[src/core/wdp_cfg.svh]
`ifndef WDP_CFG_SVH
`define WDP_CFG_SVH

// option control register layout and reset value
`define WDP_OPT_RESET 8'h3F
`define WDP_OPT_IMPL_MASK 8'h3F
`define WDP_OPT_UNUSED 2'h0

// shared divider: all zeros after any reset
`define WDP_DIV_CLEAR 8'h00
`define WDP_DIV_STEP 8'h01

// watchdog counter
`define WDP_DOG_CLEAR 8'h00
`define WDP_DOG_STEP 8'h01
`define WDP_DOG_LAST 8'hFF
`define WDP_DOG_STEPS 256

// nominal undivided time-out and core clock rate
`define WDP_TIMEOUT_US 18000
`define WDP_CLK_MHZ 200
// undivided time-out rounds down: cycles of core_clk per watchdog step
`define WDP_TICK_CYCLES ((`WDP_TIMEOUT_US * `WDP_CLK_MHZ) / `WDP_DOG_STEPS)
`define WDP_TICK_W 24
`define WDP_TICK_ZERO 24'h000000
`define WDP_TICK_ONE 24'h000001

// fuse level that disables the watchdog for as long as the fuse input holds it
`define WDP_FUSE_OFF 1'b0

`endif

[src/core/wdp_pkg.sv]
package wdp_pkg;

    // sleep tracking of the core
    typedef enum logic [1:0] {
        WDP_RUN = 2'h1,
        WDP_SLEEP = 2'h2
    } wdp_state_e;

    // option control register fields
    typedef struct packed {
        logic [1:0] unused;
        logic clk_src;
        logic edge_sel;
        logic divider_assign;
        logic [2:0] ratio_select;
    } wdp_option_s;

    // divider port bundle
    typedef struct packed {
        logic clear;
        logic step;
        logic [7:0] mask;
    } wdp_div_ctl_s;

endpackage : wdp_pkg

[src/core/wdp_divider.sv]
`timescale 1ns/1ps
`include "wdp_cfg.svh"

module wdp_divider (
    input wire logic core_clk,
    input wire logic rst_n,
    input wire wdp_pkg::wdp_div_ctl_s ctl,
    output logic [7:0] count,
    output logic wrap
);

    // wrap marks the step that completes one divided period
    assign wrap = ctl.step && ((count & ctl.mask) == ctl.mask);

    // clear beats step so a clear in the same cycle leaves zero
    always_ff @(posedge core_clk) begin
        if (!rst_n || ctl.clear) begin
            count <= `WDP_DIV_CLEAR;
        end else if (ctl.step) begin
            count <= count + `WDP_DIV_STEP;
        end
    end

endmodule : wdp_divider

[src/core/wdp_watchdog.sv]
// Contract
// - watchdog runs from its own free-running oscillator tick
// - time-out resets device, also wakes from sleep
// - watchdog reset clears the active-low time-out flag
// - fuse at zero disables the watchdog forever; the logic disables it only while watchdog_enable_fuse reads zero
// - one divider serves timer or watchdog, never both
// - assign bit and ratio select set divider use
// - undivided 18 ms, divided up to 1:128
// - watchdog clear resets counter and assigned divider
// - sleep resets counter and assigned divider
// - upper option bits read zero, lower six reset to ones
// - assign bit low gives timer, high gives watchdog
// - divider hidden from software, zero after reset
`timescale 1ns/1ps
`include "wdp_cfg.svh"

module wdp_watchdog #(
    parameter int unsigned TICK_CYCLES = `WDP_TICK_CYCLES
) (
    input wire logic core_clk,
    input wire logic rst_n,
    input wire logic watchdog_enable_fuse,
    input wire logic option_wr,
    input wire logic [7:0] option_wdata,
    output logic [7:0] option_rdata,
    input wire logic watchdog_clear_instr,
    input wire logic sleep_instr,
    input wire logic timer_write,
    input wire logic timer_src_tick,
    output logic timer_inc,
    output logic dog_reset,
    output logic dog_wakeup,
    output logic timeout_flag_n,
    output logic asleep
);

    // mask of low divider bits that must be all ones to wrap
    function automatic logic [7:0] ratio_mask(
        input logic [2:0] ratio,
        input logic to_dog
    );
        logic [8:0] span;
        span = to_dog ? (9'h001 << ratio) : (9'h002 << ratio);
        ratio_mask = 8'(span - 9'h001);
    endfunction : ratio_mask

    wdp_pkg::wdp_option_s opt;
    wdp_pkg::wdp_state_e state;
    wdp_pkg::wdp_state_e next_state;
    wdp_pkg::wdp_div_ctl_s div_ctl;
    logic [`WDP_TICK_W-1:0] tick_cnt;
    logic [7:0] watchdog_counter;
    logic [7:0] div_count;
    logic clr_pend;
    logic div_wrap;

    wire div_to_dog = opt.divider_assign;
    wire [2:0] ratio = opt.ratio_select;
    wire [7:0] dog_mask = ratio_mask(ratio, 1'b1);
    wire [7:0] tmr_mask = ratio_mask(ratio, 1'b0);
    wire fuse_on = (watchdog_enable_fuse != `WDP_FUSE_OFF);
    // a watchdog reset restarts everything but the oscillator tick, the time-out flag and the reset and wake pulses
    wire dev_rst_n = rst_n && !dog_reset;
    wire tick_last = (tick_cnt == `WDP_TICK_W'(TICK_CYCLES - 1));
    wire osc_tick = tick_last;
    wire clr_req = watchdog_clear_instr || sleep_instr;
    wire dog_clr = osc_tick && clr_pend;
    wire ovf = osc_tick && !dog_clr && fuse_on &&
        (watchdog_counter == `WDP_DOG_LAST);
    wire timeout = fuse_on && (div_to_dog ? div_wrap : ovf);
    wire next_clr_pend = clr_req || (clr_pend && !osc_tick);

    // free-running oscillator stand-in: one step enable per period
    always_ff @(posedge core_clk) begin
        if (!rst_n || tick_last) begin
            tick_cnt <= `WDP_TICK_ZERO;
        end else begin
            tick_cnt <= tick_cnt + `WDP_TICK_ONE;
        end
    end

    // requests wait for the next oscillator step; a new one wins
    // over the retire so a request never gets lost
    always_ff @(posedge core_clk) begin
        if (!dev_rst_n) begin
            clr_pend <= 1'b0;
        end else begin
            clr_pend <= next_clr_pend;
        end
    end

    // watchdog counter steps only on the oscillator enable
    always_ff @(posedge core_clk) begin
        if (!dev_rst_n || dog_clr) begin
            watchdog_counter <= `WDP_DOG_CLEAR;
        end else if (osc_tick) begin
            watchdog_counter <= watchdog_counter + `WDP_DOG_STEP;
        end
    end

    // divider steering: watchdog overflow or timer source
    assign div_ctl.step = div_to_dog ? ovf : timer_src_tick;
    assign div_ctl.clear = div_to_dog ? dog_clr : timer_write;
    assign div_ctl.mask = div_to_dog ? dog_mask : tmr_mask;

    wdp_divider u_divider (
        .core_clk(core_clk),
        .rst_n(dev_rst_n),
        .ctl(div_ctl),
        .count(div_count),
        .wrap(div_wrap)
    );

    // timer is undivided while the watchdog owns the divider
    assign timer_inc = div_to_dog ? timer_src_tick : div_wrap;

    // option register: read back on option_rdata, upper bits forced to zero
    always_ff @(posedge core_clk) begin
        if (!dev_rst_n) begin
            opt <= `WDP_OPT_RESET;
        end else if (option_wr) begin
            opt <= option_wdata & `WDP_OPT_IMPL_MASK;
        end
    end
    assign option_rdata = opt;

    // reset pulse lasts one cycle; sleep is remembered for wake
    always_ff @(posedge core_clk) begin
        if (!rst_n) begin
            dog_reset <= 1'b0;
            dog_wakeup <= 1'b0;
        end else begin
            dog_reset <= timeout && !dog_reset;
            dog_wakeup <= timeout && !dog_reset && asleep;
        end
    end

    // time-out flag: cleared by watchdog reset, set by clear or sleep
    always_ff @(posedge core_clk) begin
        if (!rst_n) begin
            timeout_flag_n <= 1'b1;
        end else if (dog_reset) begin
            timeout_flag_n <= 1'b0;
        end else if (clr_req) begin
            timeout_flag_n <= 1'b1;
        end
    end

    // run / sleep tracking
    always_comb begin
        next_state = state;
        unique case (state)
            wdp_pkg::WDP_RUN: begin
                if (sleep_instr) begin
                    next_state = wdp_pkg::WDP_SLEEP;
                end
            end
            wdp_pkg::WDP_SLEEP: begin
                next_state = wdp_pkg::WDP_SLEEP;
            end
            default: begin
                next_state = wdp_pkg::WDP_RUN;
            end
        endcase
    end

    // any reset, including the watchdog's own, returns to run
    always_ff @(posedge core_clk) begin
        if (!dev_rst_n) begin
            state <= wdp_pkg::WDP_RUN;
        end else begin
            state <= next_state;
        end
    end
    assign asleep = (state == wdp_pkg::WDP_SLEEP);
endmodule : wdp_watchdog

[config.mk]
export PLATFORM = sky130hd
export DESIGN_NAME = wdp_watchdog
export DESIGN_NICKNAME = d
export VERILOG_FILES = /design/src/core/wdp_pkg.sv /design/src/core/wdp_divider.sv /design/src/core/wdp_watchdog.sv
export VERILOG_INCLUDE_DIRS = /design/src /design/src/core
export SDC_FILE = /design/constraint.sdc
export NUM_CORES = 1
export LEC_CHECK = 0
export BUFFER_PORTS_ARGS = -buffer_cell sky130_fd_sc_hd__buf_2
export CORE_ASPECT_RATIO = 0.7
export CORE_MARGIN = 8
export CORE_UTILIZATION = 40
export CTS_CLUSTER_SIZE = 8
export DETAILED_ROUTE_END_ITERATION = 10
export PLACE_DENSITY = 0.64
export SLEW_MARGIN = 10
export SYNTH_ARGS = -nofsm -noshare
export SYNTH_HDL_FRONTEND = slang
export SYNTH_HIERARCHICAL = 1
export SYNTH_SLANG_ARGS = --single-unit
[constraint.sdc]
create_clock -name core_clk -period 5.2 [get_ports core_clk]
set_input_delay 0.26 -clock core_clk [delete_from_list [all_inputs] [get_ports core_clk]]
set_output_delay 0.26 -clock core_clk [all_outputs]
set_load 0.03 [all_outputs]
# After elaboration in Yosys (flattened, before gate mapping)
# Cells that the tools add are included.
# W data, S select, Z words.
[word_totals] reg_bits=52 inputBits=16 out_inout_bits=13 word_cells=56
[op_classes] add_sub_neg=5 eq_ne=6 n_shift=2 muxes=9 bitwise=1 reduce_logical=21
[ops] cell="$add A24 B1 Y24 const B" count=1
[ops] cell="$eq A24 B14 Y1 const B" count=1
[ops] cell="$add A8 B1 Y8 const B" count=2
[ops] cell="$sub A8 B1 Y8 const B" count=2
[ops] cell="$logic_and A1 B1 Y1" count=10
[ops] cell="$and A8 B8 Y8" count=1
[ops] cell="$eq A8 B8 Y1" count=1
[ops] cell="$eq A8 B8 Y1 const B" count=1
[ops] cell="$mux W8" count=1
[ops] cell="$shl A1 B3 Y8 const A" count=1
[ops] cell="$shl A2 B3 Y8 const A" count=1
[ops] cell="$mux W1" count=6
[ops] cell="$logic_not A1 Y1" count=5
[ops] cell="$logic_or A1 B1 Y1" count=5
[ops] cell="$pmux W2 S2" count=1
[ops] cell="$eq A2 B1 Y1 const B" count=1
[ops] cell="$eq A2 B2 Y1 const B" count=1
[ops] cell="$mux W2" count=1
[ops] cell="$ne A2 B2 Y1 const B" count=1
[ops] cell="$reduce_bool A2 Y1" count=1

# Logic depth before layout (Yosys ltp)
# Gate-level depths: netlist (run 1).
[depth] ltp_word=12 ltp_mapped=15 ltp_nobuf=14

# Cells and area by module
# Netlist (run 1), hierarchy kept.
[by_module_without_submodules] module="wdp_watchdog" n_inst=1 cells_per_inst=285 area_per_inst_um2=2349.8
[by_module_without_submodules] module="wdp_divider" n_inst=1 cells_per_inst=50 area_per_inst_um2=411.6

# Worst setup path before layout (run 1)
# Ideal clock, no wire load.
[synth_timing] path_kind="flip-flop to output port" start="register tick_cnt[20]" end="output timer_inc" arrival_ns=2.954 required_time_ns=4.940 setup_slack_ns=1.986 path_stages_with_launch=11 cell_sequence="dfxtp_1 -> or4_1 -> or4_1 -> clkbuf_1 -> or3_1 -> buf_4 -> o2bb2ai_1 -> buf_4 -> o21ai_0 -> nor4_1 -> mux2_2"
[synth_lines] item="start: declaration" line_no="wdp_watchdog.sv:51" text="logic [`WDP_TICK_W-1:0] tick_cnt;"
[synth_lines] item="start signal: assignment" line_no="wdp_watchdog.sv:76" text="tick_cnt <= `WDP_TICK_ZERO;"
[synth_lines] item="start signal: assignment" line_no="wdp_watchdog.sv:78" text="tick_cnt <= tick_cnt + `WDP_TICK_ONE;"
[synth_lines] item="end: declaration" line_no="wdp_watchdog.sv:30" text="output logic timer_inc,"

==> results of run 1 <==
[synthesized netlist by cell type (7+ instances only)]
| cell | instances |
|---|---|
| or4_1 | 7 |
| o21ai_0 | 15 |
| dfxtp_1 | 52 |
| inv_1 | 22 |
| clkbuf_1 | 12 |
| xnor2_1 | 13 |
| nor2_1 | 36 |
| o31ai_1 | 7 |
| nand2_1 | 27 |
| nand3_1 | 13 |
| ha_1 | 9 |
| a21oi_1 | 14 |
| nand4_1 | 9 |
[cell families after synthesis]
kind of cell / count (synthesis) / share of synthesized area
DFF: 52 / 0.377
xor gates and xnor gates: 19 / 0.0603
and+or+nand+nor: 134 / 0.251
adders and majority gates: 9 / 0.0408
other: 1 / 0.00136
muxes: 7 / 0.0258
buffers and inverters: 41 / 0.0630
AOI/OAI and AO/OA: 72 / 0.181
[flip-flops by register name (all words and copies together), names as in the netlist]
name	count
u_divider/count	8
option_rdata	2
tick_cnt	24
state	2
watchdog_counter	8
timeout_flag_n	1
ratio	3
dog_reset	1
clr_pend	1
div_to_dog	1
dog_wakeup	1
[power breakdown]
group          total (uW)  switching (uW)  internal, uW
clock network         246             127           119
logic                 105            67.0          38.1
registers             425            13.9           411
total                 775             208           568
[metrics by stage]
step                      setup slack (ns)  total power (uW)
after floorplan                       1.99               513
after global placement                1.32               535
after detailed placement              1.28               538
after CTS                            0.925               784
after global routing                 0.634               817
final                                0.911               775
[area by class of cell]
type	count	area [um2]	share of cell area
multi-input cells	243	1550	0.514
flip-flops and latches	52	1040	0.345
repair buffers	25	128	0.0423
well taps	94	118	0.0390
clock buffers	7	96.3	0.0320
inverters	22	82.6	0.0274
[critical path, stage by stage (launching register included)]
cell,delay [ns]
dfxtp_1,0.35
or4_1,0.54
or4_1,0.73
or3_1,0.59
o2bb2ai_1,0.22
buf_4,0.18
o21ai_0,0.09
nor4_1,0.57
mux2_2,0.26
buf_2,0.19
[placed cells by master (no fill, tap or decap), drive strengths merged, types with 7 or more instances in the layout]
cell	count
buf	25
clkbuf	7
xnor2	13
inv	22
dfxtp	52
o311ai	7
o31ai	7
nor2	36
nand4	10
nand3	13
ha	9
or4	7
nand2	27
a21oi	14
o21ai	20
[metal layers]
layer,vias to the layer above,GRT usage,share of wire
met5,-,0,0
met2,36,0.195,0.43
met3,5,0.0245,0.036
met1,1124,0.188,0.52
li1,1225,-,-
met4,0,0.0356,0.0089
[final timing paths]
check,start,cells after the start,slack [ns],endpoint
setup / recovery,tick_cnt[20],9,0.91,timer_inc
hold reg to reg,option_rdata[5],2,0.47,option_rdata[5]
setup reg to reg,tick_cnt[20],10,1.28,dog_wakeup
hold / removal,option_wdata[5],3,0.17,option_rdata[5]
==> results by group, run 1 <==
Placement
  – Port bufs: 24
  – Gpl congestion: 0.822
  – Placed Instance Area: 2920 um2
  – Placed Instances: 436
  – Final HPWL DP: 4360 um

STA
  – Crit share post-route: 0.825
  – Hold Slack: 0.169 ns
  – Slew HR: 0.441
  – Fin Clk Skew: 0.00730 ns
  – Fin. max-slew vios: 0
  – Worst Max-Slew Pin Slew: 0.838 ns
  – Tmin final: 4.29 ns
  – RSZ-0062 raised after global routing: no
  – Final hold vios: 0
  – Final setup fails: 0
  – Max Clock Freq: 233 MHz
  – TNS Setup: 0 ns

Pwr
  – Worst VDD drop: 0.000128 V
  – Power Dens Cells: 257 nW/um2
  – Pleak: 0.00112 uW

Yosys
  – Mapped Area: 2760 um2
  – Synth top area cells: dfxtp_1, nor2_1, xnor2_1
  – Ys Warns: 6
  – Avg Inst Size Synth: 8.24 um2
  – Main flop type after synthesis: dfxtp_1
  – Async set-reset flop share out of synthesis: 0
  – Post-synth EDFFs: 0
  – Synth top area share: 0.377
  – Post-synth top area cell: dfxtp_1
  – Flop and latch count out of synthesis: 52
  – Post-synth cell types: 55
  – Seq/Total Area, Yosys: 0.377
  – Syn Inst Count: 335

Worst setup path
  – CP Launch Type: flip-flop
  – Required time of the critical path: 4.94 ns
  – Critical Path End Type: output pin
  – Critical Setup Path Class: reg2out
  – CP Max Fanout: 15
  – CP arrival: 4.03 ns

GRT
  – Global-route wire length before repair: 10800 um
  – Number of global-route vias before repair: 2192
  – Pin count of the biggest net entering global routing: 20
  – Tot GR Track Use: 0.132
  – Gr ovfl total: 0
  – Initial antenna violation count: 0

Job
  – Maxcap violations: 0

Drt
  – ANT nets after route: 0
  – DRT Wirelength: 6090 um
  – Routed len/inst: 13.8 um
  – 1st-iter DRT viols: 206
  – TritonRoute pass-1 iters: 4
  – Via count: 2390
  – DR vias/cell: 5.40
  – Residual DRC: 0

Clock tree
  – Clock tree sinks: 52
  – CTS max path bufs: 2
  – CTS tree: done
  – Cts repair resizes: 0
  – Setup Buffers After CTS: 0
  – TritonCTS Buffers: 5
  – Clk pin slew, worst setup/hold paths: 0.09 ns
  – H-tree Lvls: 2
  – Root buffer cell: clkbuf_8
  – Skew-Pair Late Insertion Delay: 0.30 ns
  – Hold buffer count at cts: 0

Floorplan
  – I/O pins: 29
  – Starting density of the core: 0.411
  – Std-Cell Rows: 25
  – CORE AREA: 6730 um2
  – Area of the die: 9860 um2
  – Die Y: 85.5 um
  – Chip Width: 115 um

Layout
  – Fillcell total: 663
  – Final Instance Area: 3020 um2
  – Final core occ: 0.448
  – Area growth syn-to-layout: 9.20%
  – Diodes inserted: 0
  – Fin cells: 443
  – Layout cell share with drive strength beyond 1: 0.120
  – Final Net Count: 374

Status
  – Status: completed

Hold path
  – Hold crit path type: in2reg
Power figures use the tool's default switching activity.
==> inputs of run 2 (changes only) <==
--- a/config.mk
+++ b/config.mk
@@ -12,7 +12,7 @@
 export CORE_UTILIZATION = 40
 export CTS_CLUSTER_SIZE = 8
 export DETAILED_ROUTE_END_ITERATION = 10
-export PLACE_DENSITY = 0.64
+export PLACE_DENSITY = 0.66
 export SLEW_MARGIN = 10
 export SYNTH_ARGS = -nofsm -noshare
 export SYNTH_HDL_FRONTEND = slang
==> constraint.sdc (replaced) <==
create_clock -name core_clk -period 3.9 [get_ports core_clk]
set_input_delay 0.195 -clock core_clk [delete_from_list [all_inputs] [get_ports core_clk]]
set_output_delay 0.195 -clock core_clk [all_outputs]
set_load 0.03 [all_outputs]
==> results by group, run 2 (synthesized netlist as in run 1, its figures left out) <==
GRT
  – Global-route wire length before repair: 10400 um (was 10800 um)
  – Tot GR Track Use: 0.127 (was 0.132)
  – Met1 Usage GRT: 0.179 (was 0.188)
  – Met3 usage: 0.0245 (unchanged)
  – Number of global-route vias before repair: 2205 (was 2192)
  – Initial antenna violation count: 0 (unchanged)
  – Global route hottest layer: met2 (unchanged)
  – Met2 Usage GRT: 0.190 (was 0.195)
  – Gr ovfl total: 0 (unchanged)
  – Pin count of the biggest net entering global routing: 20 (unchanged)

Worst setup path
  – Worst reg-to-reg path cell count: 10 (unchanged)
  – Critical Path End Type: output pin (unchanged)
  – CP Launch Type: flip-flop (unchanged)
  – CP Max Fanout: 7 (was 15)
  – CP arrival: 3.54 ns (was 4.03 ns)
  – Worst R2R Setup Slack: 0.48 ns (was 1.28 ns)
  – FF-to-FF Start: tick_cnt[19] (was tick_cnt[20])
  – Required time of the critical path: 3.70 ns (was 4.94 ns)
  – Critical Setup Path Class: reg2out (unchanged)
  – Reg2reg end: dog_wakeup (unchanged)

Job
  – Maxcap violations: 0 (unchanged)

Pwr
  – Power Dens Cells: 391 nW/um2 (was 257 nW/um2)
  – Worst VDD drop: 0.000149 V (was 0.000128 V)
  – Pleak: 0.00116 uW (was 0.00112 uW)
  – Total power draw: 1210 uW (was 775 uW)

Clock tree
  – Clock tree sinks: 52 (unchanged)
  – Setup Buffers After CTS: 0 (unchanged)
  – TritonCTS Buffers: 5 (unchanged)
  – CTS max path bufs: 2 (unchanged)
  – Skew-Pair Late Insertion Delay: 0.31 ns (was 0.30 ns)
  – H-tree Lvls: 2 (unchanged)
  – CTS tree: done (unchanged)
  – Hold buffer count at cts: 0 (unchanged)
  – Root buffer cell: clkbuf_8 (unchanged)
  – Cts repair resizes: 0 (unchanged)
  – Clk pin slew, worst setup/hold paths: 0.10 ns (was 0.09 ns)

Drt
  – Residual DRC: 0 (unchanged)
  – 1st-iter DRT viols: 172 (was 206)
  – Routed len/inst: 13.7 um (was 13.8 um)
  – DRT Wirelength: 6110 um (was 6090 um)
  – TritonRoute pass-1 iters: 4 (unchanged)
  – ANT nets after route: 0 (unchanged)
  – Via count: 2439 (was 2390)
  – DR vias/cell: 5.46 (was 5.40)

STA
  – Fin. max-slew vios: 0 (unchanged)
  – Slew HR: 0.471 (was 0.441)
  – Final setup fails: 0 (unchanged)
  – RSZ-0062 raised after global routing: no (unchanged)
  – Worst Max-Slew Pin Slew: 0.794 ns (was 0.838 ns)
  – Fin Clk Skew: 0.0138 ns (was 0.00730 ns)
  – Tmin final: 3.73 ns
  – TNS Setup: 0 ns (unchanged)
  – Final hold vios: 0 (unchanged)
  – Crit share post-route: 0.956
  – Max Clock Freq: 268 MHz
  – Hold Slack: 0.0987 ns (was 0.169 ns)

Layout
  – Final Instance Area: 3100 um2 (was 3020 um2)
  – Fin cells: 447 (was 443)
  – Leading cell type in the layout, fill and taps excluded: dfxtp_1 (unchanged)
  – Diodes inserted: 0 (unchanged)
  – Area growth syn-to-layout: 12.3% (was 9.20%)
  – Final Net Count: 377 (was 374)
  – Register with the most flip-flops: tick_cnt (unchanged)
  – Top flop regs: tick_cnt (24), u_divider/count (8), watchdog_counter (8) (unchanged)
  – Max reg flops: 24 (unchanged)
  – Layout cell share with drive strength beyond 1: 0.130 (was 0.120)
  – Most frequent cells in the layout: dfxtp_1, nor2_1, nand2_1, buf_2, inv_1 (unchanged)

Floorplan
  – Area of the die: 9860 um2 (unchanged)
  – Chip Width: 115 um (unchanged)
  – Std-Cell Rows: 25 (unchanged)
  – Die Y: 85.5 um (unchanged)
  – CORE AREA: 6730 um2 (unchanged)
  – I/O pins: 29 (unchanged)
  – Starting density of the core: 0.411 (unchanged)

Hold path
  – Hold crit path type: in2reg (unchanged)
  – Worst Min Path Start: option_wdata[2] (was option_wdata[5])
  – Worst Hold Depth: 3 (unchanged)
  – Worst Hold End: ratio[2] (was option_rdata[5])

Placement
  – Gpl congestion: 0.793 (was 0.822)
  – Placed Instance Area: 2940 um2 (was 2920 um2)
  – Port bufs: 24 (unchanged)
  – Placed Instances: 439 (was 436)
  – Final HPWL DP: 4390 um (was 4360 um)

Status
  – Status: completed (unchanged)
## run 2: worst max-delay path, stage by stage (launching register included)
cell	delay, ns
dfxtp_1	0.36
or4_1	0.52
or4_1	0.51
or3_1	0.34
o2bb2ai_1	0.17
buf_4	0.18
o21ai_0	0.09
nor4_1	0.58
mux2_2	0.27
buf_2	0.19
## run 2: layer usage
layer	up-vias	part of all wire
met2	42	0.44
met5	-	0
met1	1160	0.50
met4	0	0.011
met3	4	0.043
li1	1233	-
## run 2: worst max path at each step
| stage | endpoint | cells after the start | start |
|---|---|---|---|
| 2_1_floorplan | dog_wakeup | 12 | tick_cnt[20] |
| 3_3_place_gp | timer_inc | 9 | tick_cnt[20] |
| 3_5_place_dp | dog_wakeup | 10 | tick_cnt[20] |
| 4_1_cts | timer_inc | 9 | tick_cnt[20] |
| 5_1_grt | timer_inc | 9 | tick_cnt[20] |
| 6_report | timer_inc | 9 | tick_cnt[19] |
## run 2: power by group
group          leakage, uW  switching [uW]  total, uW  internal (uW)
clock network    0.0000784             181        501            321
registers         0.000422            19.2        567            548
logic             0.000661            90.2        143           52.4
## run 2: layout make-up
cell class                 count  area [um2]
fill                         663        3620
inverter                      22        82.6
clock buffer                   5        68.8
clock inverter                 3        90.1
multi-input combinational    243        1550
timing repair buffer          28         150
tap                           94         118
sequential                    52        1040
## run 2: per-stage QoR
stage	utilization	setup slack [ns]
after floorplan	-	0.710
after global placement	0.437	0.560
after detailed placement	0.437	0.517
after CTS	0.461	0.159
after global routing	0.461	0.0135
final	0.461	0.170
